[src/pfl_pkg.sv]
// Purpose: shared constants and types for the supply-loss lock-out controller
// Assumes: 125 MHz system clock, all pins asynchronous to it
// Notes:   timing figures are kept in microseconds and converted to cycles here
//
// Functional notes
// supply loss needs 30-63 us debounce
// debounced loss flags failing, raises interrupt
// no delay option: lock bus within 63 us
// delay option: bus usable 480 us, then lock
// clearing delay option ends window at once
// strobe held over 30 us forces lock; code forces it only if chip select was active at detection
// locked: bus pins ignored, oscillator stays
// timer pins ignored, outputs open drain standby
// two bits keep timers, interrupts after failure
// unlock only after high debounce again
// masked interrupt still performs every lock-out
// interrupt disable stops low battery detect
// power-up sets oscillator fail, clears start
// oscillator fail holds until clock started
// single supply bit write keeps fail flag
// time save enable copies counters continuously
// time save cleared on battery switchover only
// single supply: set bit, mask interrupt
// status flag mirrors failing, no host clear
// failing gated by chip select mid-access
// two agreeing samples on 30 us tick
package pfl_pkg;
    // clock and timing figures
    localparam int CLK_MHZ      = 125;
    localparam int DEB_TICK_US  = 30;                       // sample spacing
    localparam int DEB_TICK_CYC = DEB_TICK_US * CLK_MHZ;    // 3750 cycles
    localparam int SAFE_US      = 30;                       // long-strobe limit
    localparam int SAFE_CYC     = SAFE_US * CLK_MHZ;        // 3750 cycles
    localparam int DELAY_US     = 480;                      // access window
    localparam int DELAY_CYC    = DELAY_US * CLK_MHZ;       // 60000 cycles
    localparam int CNT_W        = 12;                       // tick and safety counters

    // synchroniser bit positions
    localparam int S_FAIL  = 0;
    localparam int S_CS    = 1;
    localparam int S_RD    = 2;
    localparam int S_WR    = 3;
    localparam int S_SBY   = 4;
    localparam int S_LOWB  = 5;
    localparam int S_TCK   = 6;
    localparam int S_G0    = 7;
    localparam int S_G1    = 8;
    localparam int S_ADDR  = 9;
    localparam int S_DATA  = 14;
    localparam int SYNC_W  = 22;

    // reset values of the status bits
    localparam logic OSC_FAIL_RST  = 1'b1;
    localparam logic RTC_START_RST = 1'b0;

    // lock-out sequence
    typedef enum logic [1:0] {
        ST_RUN,
        ST_WINDOW,
        ST_LOCK_WAIT,
        ST_LOCKED
    } pfl_mode_type;

    // host bus as seen by the core, active high
    typedef struct packed {
        logic       cs;
        logic       rd;
        logic       wr;
        logic [4:0] addr;
        logic [7:0] data;
    } pfl_bus_type;

    // timer inputs as seen by the timer unit
    typedef struct packed {
        logic tck;
        logic gate0;
        logic gate1;
    } pfl_tmr_type;
endpackage

[src/pfl_ctrl.sv]
// Purpose: supply-loss debounce, bus lock-out and battery status control
// Assumes: pins are asynchronous; configuration bits come from the register file
// Notes:   the analogue comparators arrive as digital pins battery_supply and battery_low
`timescale 1ns/1ps
`default_nettype none
module pfl_ctrl
    import pfl_pkg::*;
#(
    parameter int WIN_W      = 16,          // width of the access window counter
    parameter int WINDOW_CYC = DELAY_CYC    // access window in cycles
) (
    input  wire logic        clk,              // 125 MHz clock
    input  wire logic        nrst,             // asynchronous reset, active low
    input  wire logic        supply_loss_n,    // supply monitor pin, low on loss
    input  wire logic        cs_n,             // host chip select pin
    input  wire logic        rd_n,             // host read strobe pin
    input  wire logic        wr_n,             // host write strobe pin
    input  wire logic [4:0]  addr_lines,       // host address pins
    input  wire logic [7:0]  data_lines,       // host data pins, input side
    input  wire logic        battery_supply,   // comparator: battery above main
    input  wire logic        battery_low,      // comparator: battery under 2.1V
    input  wire logic        timer_clk_in,     // external timer clock pin
    input  wire logic        timer_gate_zero,  // timer 0 gate pin
    input  wire logic        timer_gate_one,   // timer 1 gate pin
    input  wire logic        lockout_delay_en, // routing bit: delay lock-out
    input  wire logic        pf_irq_en,        // power fail interrupt enable
    input  wire logic        timer_pf_op,      // timers keep running on failure
    input  wire logic        irq_pf_op,        // interrupts keep running on failure
    input  wire logic        rtc_start_wr,     // pulse: software starts the clock
    input  wire logic        single_wr,        // pulse: write of single_supply_bit
    input  wire logic        single_wr_val,    // value written to single_supply_bit
    input  wire logic        ts_wr,            // pulse: write of time save enable
    input  wire logic        ts_wr_val,        // value written to time save enable
    output pfl_bus_type      bus_view,         // host bus after isolation
    output pfl_tmr_type      tmr_view,         // timer pins after isolation
    output logic             bus_locked,       // host interface isolated
    output logic             pf_status,        // power fail status flag
    output logic             pf_irq,           // power fail interrupt request
    output logic             low_batt_status,  // low battery status bit
    output logic             osc_fail,         // oscillator fail flag
    output logic             rtc_start,        // real-time clock start bit
    output logic             single_supply_bit,// single supply selection
    output logic             linear_on,        // linear detection circuits enabled
    output logic             time_save_en,     // time save enable bit
    output logic             time_save_copy,   // copy counters into save RAM
    output logic             timers_run,       // timer unit allowed to run
    output logic             irq_logic_run,    // interrupt logic allowed to run
    output logic             outputs_od        // irq and timer outputs open drain
);
    // refuse a window counter that cannot hold the window; one cycle is no window at all
    if (WINDOW_CYC < 2 || WINDOW_CYC > (2 ** WIN_W) - 1) begin : g_bad_window
        $error("pfl_ctrl: WINDOW_CYC does not fit WIN_W");
    end

    typedef struct packed {
        logic [SYNC_W-1:0] s1;        // first synchroniser stage
        logic [SYNC_W-1:0] s2;        // second synchroniser stage
        logic [CNT_W-1:0]  tick_cnt;  // debounce sample divider
        logic              samp;      // last debounce sample, high = failing
        logic              failing;   // debounced supply loss
        pfl_mode_type      mode;
        logic [WIN_W-1:0]  win_cnt;   // access window progress
        logic              safe_arm;  // chip select active at detection
        logic [CNT_W-1:0]  safe_cnt;  // continuous strobe length
        logic              irq;
        logic              osc_fail;
        logic              rtc_start;
        logic              single;
        logic              ts_en;
        logic              sby_prev;
        logic              low_batt;
        pfl_bus_type       bus;
        pfl_tmr_type       tmr;
    } pfl_state_type;

    pfl_state_type q, d;

    logic [SYNC_W-1:0] pins;
    logic              tick;
    logic              cs_act;
    logic              strobe;
    logic              sby;
    logic              safe_force;
    logic              fail_rise;

    // pin gathering, active high for the control signals
    assign pins = {data_lines, addr_lines, timer_gate_one, timer_gate_zero, timer_clk_in,
                   battery_low, battery_supply, ~wr_n, ~rd_n, ~cs_n, ~supply_loss_n};

    // decoded synchronised pins
    assign tick       = (q.tick_cnt == CNT_W'(DEB_TICK_CYC - 1));
    assign cs_act     = q.s2[S_CS];
    assign strobe     = q.s2[S_RD] | q.s2[S_WR];
    assign sby        = q.s2[S_SBY];
    assign safe_force = q.safe_arm && (q.safe_cnt == CNT_W'(SAFE_CYC));

    // next-state logic
    always_comb begin
        d = q;
        d.s1 = pins;
        d.s2 = q.s1;

        // debounce: free tick, change only on two agreeing samples
        d.tick_cnt = tick ? '0 : q.tick_cnt + CNT_W'(1);
        if (tick) begin
            d.samp = q.s2[S_FAIL];
            if (q.s2[S_FAIL] == q.samp) begin
                d.failing = q.samp;
            end
        end

        // detection edge of the debounced failure, taken here to keep d out of a loop
        fail_rise = d.failing && !q.failing;

        // safety: count a strobe held continuously after the failure
        if (fail_rise) begin
            d.safe_arm = cs_act;
        end else if (!q.failing) begin
            d.safe_arm = 1'b0;
        end
        if (q.failing && strobe && !safe_force) begin
            d.safe_cnt = q.safe_cnt + CNT_W'(1);
        end else if (!strobe || !q.failing) begin
            d.safe_cnt = '0;
        end

        // lock-out sequence
        unique case (q.mode)
            ST_RUN: begin
                d.win_cnt = '0;
                if (q.failing) begin
                    d.mode = lockout_delay_en ? ST_WINDOW : ST_LOCK_WAIT;
                end
            end
            ST_WINDOW: begin
                d.win_cnt = q.win_cnt + WIN_W'(1);
                if (!q.failing) begin
                    d.mode = ST_RUN;
                end else if (safe_force) begin
                    d.mode = ST_LOCKED;
                end else if (!lockout_delay_en) begin
                    d.mode = ST_LOCK_WAIT;
                end else if (q.win_cnt == WIN_W'(WINDOW_CYC - 1)) begin
                    d.mode = ST_LOCK_WAIT;
                end
            end
            ST_LOCK_WAIT: begin
                if (!q.failing) begin
                    d.mode = ST_RUN;
                end else if (!cs_act || safe_force) begin
                    d.mode = ST_LOCKED;
                end
            end
            ST_LOCKED: begin
                if (!q.failing) begin
                    d.mode = ST_RUN;
                end
            end
        endcase

        // isolation of the host bus and the timer pins
        if (d.mode == ST_LOCKED || sby) begin
            d.bus = '0;
        end else begin
            d.bus = '{cs: q.s2[S_CS], rd: q.s2[S_RD], wr: q.s2[S_WR],
                      addr: q.s2[S_ADDR +: 5], data: q.s2[S_DATA +: 8]};
        end
        if (sby) begin
            d.tmr = '0;
        end else begin
            d.tmr = '{tck: q.s2[S_TCK], gate0: q.s2[S_G0], gate1: q.s2[S_G1]};
        end

        // interrupt follows the debounced failure when enabled
        d.irq = d.failing && pf_irq_en;

        // oscillator fail stays until the clock is started
        if (rtc_start_wr) begin
            d.rtc_start = 1'b1;
            d.osc_fail  = 1'b0;
        end
        if (single_wr) begin
            d.single = single_wr_val;
        end

        // time save: software writes, switchover to battery clears
        d.sby_prev = sby;
        if (ts_wr) begin
            d.ts_en = ts_wr_val;
        end else if (sby && !q.sby_prev) begin
            d.ts_en = 1'b0;
        end

        // low battery only on main supply with detection enabled
        d.low_batt = pf_irq_en && !sby && q.s2[S_LOWB];
    end

    // state register
    always_ff @(posedge clk or negedge nrst) begin
        if (!nrst) begin
            q           <= '0;
            q.mode      <= ST_RUN;
            q.osc_fail  <= OSC_FAIL_RST;
            q.rtc_start <= RTC_START_RST;
        end else begin
            q <= d;
        end
    end

    // outputs
    assign bus_view          = q.bus;
    assign tmr_view          = q.tmr;
    assign bus_locked        = (q.mode == ST_LOCKED);
    assign pf_status         = q.failing;
    assign pf_irq            = q.irq;
    assign low_batt_status   = q.low_batt;
    assign osc_fail          = q.osc_fail;
    assign rtc_start         = q.rtc_start;
    assign single_supply_bit = q.single;
    assign linear_on         = pf_irq_en && !q.s2[S_SBY];
    assign time_save_en      = q.ts_en;
    assign time_save_copy    = q.ts_en;
    assign timers_run        = !q.failing || timer_pf_op;
    assign irq_logic_run     = !q.failing || irq_pf_op;
    assign outputs_od        = q.s2[S_SBY];

    // assertions; run counters measure how long the synchronised pin held one level
    localparam int LOW_MIN = DEB_TICK_CYC;
    logic [CNT_W:0] low_run;
    logic [CNT_W:0] high_run;
    // cycles the pin has read failing without a break
    always_ff @(posedge clk or negedge nrst) begin
        if (!nrst) begin
            low_run <= '0;
        end else if (!q.s2[S_FAIL]) begin
            low_run <= '0;
        end else if (low_run != '1) begin
            low_run <= low_run + (CNT_W+1)'(1);
        end
    end

    // cycles the pin has read healthy without a break
    always_ff @(posedge clk or negedge nrst) begin
        if (!nrst) begin
            high_run <= '0;
        end else if (q.s2[S_FAIL]) begin
            high_run <= '0;
        end else if (high_run != '1) begin
            high_run <= high_run + (CNT_W+1)'(1);
        end
    end
endmodule
`default_nettype wire

[config.mk]
export PLATFORM = sky130hd
export DESIGN_NAME = pfl_ctrl
export DESIGN_NICKNAME = d
export VERILOG_FILES = /design/src/pfl_pkg.sv /design/src/pfl_ctrl.sv
export SDC_FILE = /design/constraint.sdc
export NUM_CORES = 1
export LEC_CHECK = 0
export ABC_AREA = 1
export BUFFER_PORTS_ARGS = -buffer_cell sky130_fd_sc_hd__buf_2
export CAP_MARGIN = 10
export CELL_PAD_IN_SITES_DETAIL_PLACEMENT = 1
export CELL_PAD_IN_SITES_GLOBAL_PLACEMENT = 1
export CORE_ASPECT_RATIO = 1.1
export CORE_UTILIZATION = 42
export CTS_BUF_LIST = sky130_fd_sc_hd__clkbuf_4
export CTS_CLUSTER_DIAMETER = 200
export DETAILED_ROUTE_END_ITERATION = 10
export GPL_TIMING_DRIVEN = 0
export MAX_ROUTING_LAYER = met4
export PLACE_DENSITY = 0.88
export SETUP_SLACK_MARGIN = 0.05
export SLEW_MARGIN = 20
export SYNTH_ARGS = -nofsm -noshare
export SYNTH_HDL_FRONTEND = slang
export SYNTH_SLANG_ARGS = --single-unit
[constraint.sdc]
create_clock -name clk -period 1.7 [get_ports clk]
set_clock_uncertainty 0.2 [all_clocks]
set_input_delay 0.34 -clock clk [delete_from_list [all_inputs] [get_ports clk]]
set_output_delay 0.34 -clock clk [all_outputs]
set_load 0.01 [all_outputs]
==> impl_metrics.toml, run 1 <==
[grt]
antenna_found_initial = 1
grt_pass1_wl_mm = 27.12
grt_usage_pct = 34.26
grt_max_degree = 67
grt_overflow = 0
grt_pass1_vias = 4763

[logic_synthesis]
ys_warn_count = 0
syn-cell-area_um2 = 4701
synth.distinct_cells = 42
yosysSeqAreaShare_pct = 61.25
async_reset_ff_share_pct = 100.0
ys_seq_elements = 115
synth_common_cells = "dfrtp_1 (114), inv_1 (68), nand2_1 (52), nor2_1 (39), nand3_1 (24)"
netlist_instances = 455
syn_area_per_cell_um2 = 10.33
yosys.area.top_type = "dfrtp_1"
ys_top_cells_by_area = "dfrtp_1 (61%), inv_1 (5.4%), nand2_1 (4.2%)"
synth.top_cell.area_share_pct = 60.69
ys.flop_type = "dfrtp_1"
synth_edf_count = 0
synth.most_common_cell = "dfrtp_1"
synth_fp_nets = 493

[floorplanning]
pin_count = 65
initial_core_util_pct = 43.08
dieArea_um2 = 11620
die_x_um = 102.9
coreArea_um2 = 10910
num_rows = 40
die_height_um = 113.0

[cts]
root_buffer = "clkbuf_4"
cts_buffers = 17
cts_tree = "built"
clock_latency_ns = 0.60
cts_sinks = 115
path_clk_slew_ns = 0.17
clk_path_buf_depth = 2
h-tree-depth = 4

[critical_path]
r2r_start = "q[34]$_DFFE_PN0P_"
cp-start-kind = "flip-flop"
cp.required_ns = 1.97
crit_fanout = 5
crit_start = "q[34]$_DFFE_PN0P_"
critPathKind = "flip-flop to flip-flop"
slowest_delay_ns = 0.47
crit_slowest_cell = "dfrtp_1"
crit_chain = "inv_2 > nand2_1 > nor2_4 > nand3_2 > nand2_2 > nand3_2 > nand2_2 > inv_2 > nand2_4 > nand2_4 > nand2_8 > buf_12 > buf_12 > nor2_4"
worst-r2r-cell-count = 14
endpoint_kind = "flip-flop"
crit_arrival_ns = 2.58

[pwr]
powerDensity_nw_per_um2 = 772.8
swShare_pct = 30.28
clkPwrFrac_pct = 42.4
p_seq_share_pct = 50.7
peakVddDrop_mv = 0.8314
p_leak_nw = 3.453
pwr-share-comb_pct = 6.9
power_switching_mw = 1.714
intPower_mw = 3.948

[routing]
routed_wl_mm = 23.11
post_drt_via_cell_ratio = 5.638
dr.pass1.iters = 9
drc = 0
drt_iter0_markers = 257
postRouteAntennaNets = 0
wl_per_cell_um = 29.14
vias = 4471

[placed_design]
numPortBuffers = 64
gp_congestion = 0.7608
place_inst = 667
place_hpwl_mm = 7.903

[finish]
utilization_pct = 67.16
drive_gt1_share_pct = 54.81
syn2layout_area_growth_pct = 55.87
nets = 669
fin_cells = 793

[sta]
drv_slew = 0
post-route-period-util_pct = 136.0
rsz0062_at_grt = "true"
max_slew_margin_pct = 65.68
tightest_slew_ns = 0.5148
hold_violations = 0
fmax_mhz = 432.6
period_minus_slack_ns = 2.312
setup_slack_ns = -0.6118
setup_viol = 64

[flow_run]
cap_violations = 0

[status]
violations = "setup timing"
status = "finished with violations"

[min_path]
min_path_type = "primary input to async pin"
[stage by stage]
step	power, mW	instance area [um^2]	worst slack, ns	hold WS [ns]	setup TNS [ns]
after CTS	5.448	6563	-0.3689	0.1200	-6.655
after floorplan	3.001	4703	-0.06533	-0.1556	-0.6445
after global placement	3.133	5207	-1.158	0.1331	-135.66
final	5.662	7327	-0.6118	0.1001	-17.51
after global routing	5.769	7325	-0.6129	0.1210	-19.42
after detailed placement	3.170	5241	-0.4283	0.1171	-9.413
[worst max-delay path: cells and delay by family (launching register included)]
kind / cells / cell delay [ns]
simple gates: 10 / 1.07
buf+inv: 4 / 0.45
flops: 1 / 0.47
[cells by family (layout without fill, tap and decap cells)]
group,after synthesis,in the layout,share of synthesized area (%)
AND/OR/NAND/NOR,179,179,20.44
flip-flops,115,115,61.25
adder cells (fa/ha/maj),5,5,1.331
XOR/XNOR,3,3,0.5591
multiplexers,1,1,0.2395
buffers and inverters,103,292,10.30
other,0,2,0
AO/OA/AOI/OAI,49,49,5.882
[metal layers]
layer / up-vias / share of wire (%) / GRT usage [%]
li1: 1783 / - / -
met1: 2221 / 31 / 32.26
met2: 310 / 53 / 61.91
met3: 157 / 7.6 / 6.794
met4: 0 / 8.5 / 22.16
met5: - / 0 / -
[timing repair]
action	in CTS	in global routing
setup endpoints to repair	76	80
gates resized for setup	121	124
gates cloned	1	1
endpoints found under the hold margin	140	0
hold buffers	30	0
pin swaps	32	55
setup buffers	42	42
[final cells by class]
type | instances | area [um^2]
multi-input cells | 237 | 1958
inverters | 80 | 319.1
well taps | 147 | 183.9
flip-flops and latches | 115 | 2893
clock inverters | 15 | 185.2
fillers | 1117 | 3583
diodes | 2 | 5.005
clock buffers | 17 | 127.6
repair buffers | 176 | 1598
plain buffers | 4 | 57.56
[power groups by stage]
stage	Sequential [mW]	Clock [mW]	Combinational, mW
3_3_place_gp	2.89	0	0.241
3_5_place_dp	2.90	0	0.267
2_1_floorplan	2.89	0	0.110
5_1_grt	2.88	2.49	0.407
4_1_cts	2.86	2.24	0.354
6_report	2.87	2.40	0.389
[path summary, 6_finish.rpt]
check / end / slack [ns]
worst max-delay path: bus_view[7]$_DFF_PN0_ / -0.61
worst min-delay path: q[74]$_DFF_PN0_ / 0.10
worst max register to register: bus_view[7]$_DFF_PN0_ / -0.61
worst min register to register: q[73]$_DFF_PN0_ / 0.16
max in group asynchronous: pf_status$_DFF_PN0_ / 0.42
min in group clk: q[73]$_DFF_PN0_ / 0.16
[cell usage in the layout, fill, tap and decap left out, types with 3 or more instances in the layout]
| master | count |
|---|---|
| nor2_1 | 18 |
| clkbuf_4 | 17 |
| xor2_1 | 3 |
| nand2_1 | 32 |
| or2_2 | 3 |
| nand2_4 | 6 |
| nand2_2 | 21 |
| buf_12 | 4 |
| dfrtp_1 | 103 |
| clkinv_4 | 4 |
| nor2_2 | 12 |
| nor2_4 | 29 |
| dlygate4sd3_1 | 30 |
| nand3_1 | 8 |
| a21oi_1 | 10 |
| ha_4 | 5 |
| o21ai_1 | 3 |
| buf_2 | 35 |
| o21ai_2 | 6 |
| nand3_2 | 12 |
| buf_4 | 49 |
| dfrtp_2 | 11 |
| or2_4 | 3 |
| nand4_1 | 8 |
| o21ai_0 | 6 |
| a31oi_1 | 3 |
| inv_8 | 6 |
| inv_2 | 22 |
| a21oi_2 | 8 |
| nor3_1 | 3 |
| nand3_4 | 5 |
| buf_6 | 59 |
| o21ai_4 | 3 |
| nor3_4 | 7 |
| inv_1 | 54 |
| nor3_2 | 3 |
| inv_6 | 4 |
[sequential cells by signal, summed over array words and instances (netlist names), 3 cells and up]
| name | count |
|---|---|
| bus_view | 16 |
| q | 65 |
| d | 22 |
| tmr_view | 3 |
(Power assumes the default switching activity.)
==> inputs of run 2 (changes only) <==
--- a/config.mk
+++ b/config.mk
@@ -11,14 +11,14 @@
 export CELL_PAD_IN_SITES_DETAIL_PLACEMENT = 1
 export CELL_PAD_IN_SITES_GLOBAL_PLACEMENT = 1
 export CORE_ASPECT_RATIO = 1.1
-export CORE_UTILIZATION = 42
+export CORE_UTILIZATION = 46
 export CTS_BUF_LIST = sky130_fd_sc_hd__clkbuf_4
 export CTS_CLUSTER_DIAMETER = 200
 export DETAILED_ROUTE_END_ITERATION = 10
+export GPL_ROUTABILITY_DRIVEN = 0
 export GPL_TIMING_DRIVEN = 0
 export MAX_ROUTING_LAYER = met4
-export PLACE_DENSITY = 0.88
-export SETUP_SLACK_MARGIN = 0.05
+export PLACE_DENSITY = 0.91
 export SLEW_MARGIN = 20
 export SYNTH_ARGS = -nofsm -noshare
 export SYNTH_HDL_FRONTEND = slang
==> constraint.sdc (replaced) <==
create_clock -name clk -period 2.2 [get_ports clk]
set_clock_uncertainty 0.2 [all_clocks]
set_input_delay 0.44 -clock clk [delete_from_list [all_inputs] [get_ports clk]]
set_output_delay 0.44 -clock clk [all_outputs]
set_load 0.01 [all_outputs]
==> impl_metrics.toml, run 2 (synthesized netlist as in run 1, its figures left out) <==
[pwr]
p_seq_share_pct = 51.3
pwr-share-comb_pct = 6.3
power_mw = 4.308
p_leak_nw = 2.961
swShare_pct = 27.26
power_switching_mw = 1.174
clkPwrFrac_pct = 42.4
peakVddDrop_mv = 0.6188
powerDensity_nw_per_um2 = 719.0
intPower_mw = 3.133

[finish]
regMostFlops = "q"
final_cell_mix = "dfrtp_1 (112), inv_1 (66), buf_2 (64), nand2_1 (50), nor2_1 (37)"
syn2layout_area_growth_pct = 27.44
largest_register_ffs = 65
mostFrequentLayoutCell = "dfrtp_1"
nets = 617
fillers = 1094
final_area_um2 = 5991
drive_gt1_share_pct = 33.11

[grt]
grt_pass1_wl_mm = 24.05
grt_pass1_vias = 4427
grt_max_degree = 81
grt_usage_pct = 32.66
grt_overflow = 0
antenna_found_initial = 1

[min_path]
hold_path_depth = 4
hp-start = "lockout_delay_en"
min_path_type = "primary input to flip-flop"
whs_endpoint = "q[56]$_DFF_PN0_"

[cts]
clk_path_buf_depth = 2
root_buffer = "clkbuf_4"
path_clk_slew_ns = 0.12
cts_buffers = 17
cts_tree = "built"
h-tree-depth = 4
cts_sinks = 115
clock_latency_ns = 0.54

[critical_path]
worst-r2r-cell-count = 12
cp.required_ns = 1.56
cp-start-kind = "flip-flop"
endpoint_kind = "primary output"
rrSetupSlack_ns = 0.07
critPathKind = "flip-flop to primary output"
crit_fanout = 3
r2r_end = "bus_view[0]$_DFF_PN0_"
r2r_start = "q[40]$_DFFE_PN0P_"
crit_arrival_ns = 1.51

[sta]
fmax_mhz = 464.3
hold_violations = 0
post-route-period-util_pct = 97.90
fin_setup_tns_ns = 0
period_minus_slack_ns = 2.154
setup_viol = 0
drv_slew = 0
tightest_slew_ns = 0.6092
max_slew_margin_pct = 59.07

[placed_design]
numPortBuffers = 64
place_hpwl_mm = 8.260
place_area_um2 = 5205

[floorplanning]
pin_count = 65
die_height_um = 108.0
dieArea_um2 = 10630
num_rows = 38
die_x_um = 98.39
coreArea_um2 = 9889
initial_core_util_pct = 47.53

[routing]
dr.pass1.iters = 6
postRouteAntennaNets = 0
wl_per_cell_um = 21.61
routed_wl_mm = 15.41
post_drt_via_cell_ratio = 5.330
vias = 3800
drt_iter0_markers = 179
drc = 0

[status]
status = "finished, final reports clean"

[flow_run]
cap_violations = 0
## run 2: what timing repair did
action,CTS,global route
setup buffers,5,5
endpoints found under the setup margin,12,14
resized for setup,6,12
gates cloned,1,0
hold buffers,29,0
endpoints found under the hold margin,71,0
pin swaps,3,2
## run 2: per-layer routing
layer / up-vias / global-route usage (%) / wire (um)
li1: 1667 / - / -
met5: - / - / 0
met2: 145 / 58.35 / 8300
met4: 0 / 26.12 / 1211
met3: 67 / 7.240 / 639
met1: 1921 / 30.22 / 5253
## run 2: area by class of cell
cell class                 instances  area [um^2]  area share (%)
antenna                            1        2.502         0.04177
buffer                            23        178.9           2.987
clock buffer                      17        127.6           2.130
clock inverter                    15        197.7           3.300
inverter                          80        309.0           5.159
multi-input combinational        237         1396           23.31
sequential                       115         2882           48.10
tap                              120        150.1           2.506
timing repair buffer             105        747.0           12.47
## run 2: worst max-delay path: stages (launching register included)
cell        delay (ns)
dfrtp_2           0.42
clkinvlp_4        0.13
or2_2             0.29
buf_2             0.14
## run 2: worst max-delay path by stage
| stage | startpoint | endpoint | cells after the start |
|---|---|---|---|
| finish | pf_status$_DFF_PN0_ | irq_logic_run | 3 |
| CTS | q[39]$_DFFE_PN0P_ | bus_view[6]$_DFF_PN0_ | 12 |
| detailed placement | q[26]$_DFFE_PN0P_ | bus_view[13]$_DFF_PN0_ | 12 |
| global placement | nrst | pf_irq$_DFF_PN0_ | 1 |
| floorplan | q[39]$_DFFE_PN0P_ | bus_view[14]$_DFF_PN0_ | 12 |
| global route | q[60]$_DFF_PN0_ | pf_irq$_DFF_PN0_ | 8 |
## run 2: stage by stage
stage	hold slack (ns)	utilization, %	cells	setup slack [ns]
after floorplan	-0.05559	-	455	0.4088
after global placement	0.1321	52.29	639	-0.7892
after detailed placement	0.1365	52.63	640	0.01579
after CTS	0.07234	59.77	707	0.0004887
after global routing	0.07806	60.58	713	-0.04565
final	0.09407	60.58	713	0.04626
## run 2: power by group through the flow
stage / Combinational (mW) / Sequential (mW) / Clock (mW)
CTS: 0.261 / 2.20 / 1.81
finish: 0.271 / 2.21 / 1.83
global route: 0.292 / 2.22 / 1.92
floorplan: 0.0847 / 2.23 / 0
detailed placement: 0.207 / 2.24 / 0
global placement: 0.186 / 2.24 / 0
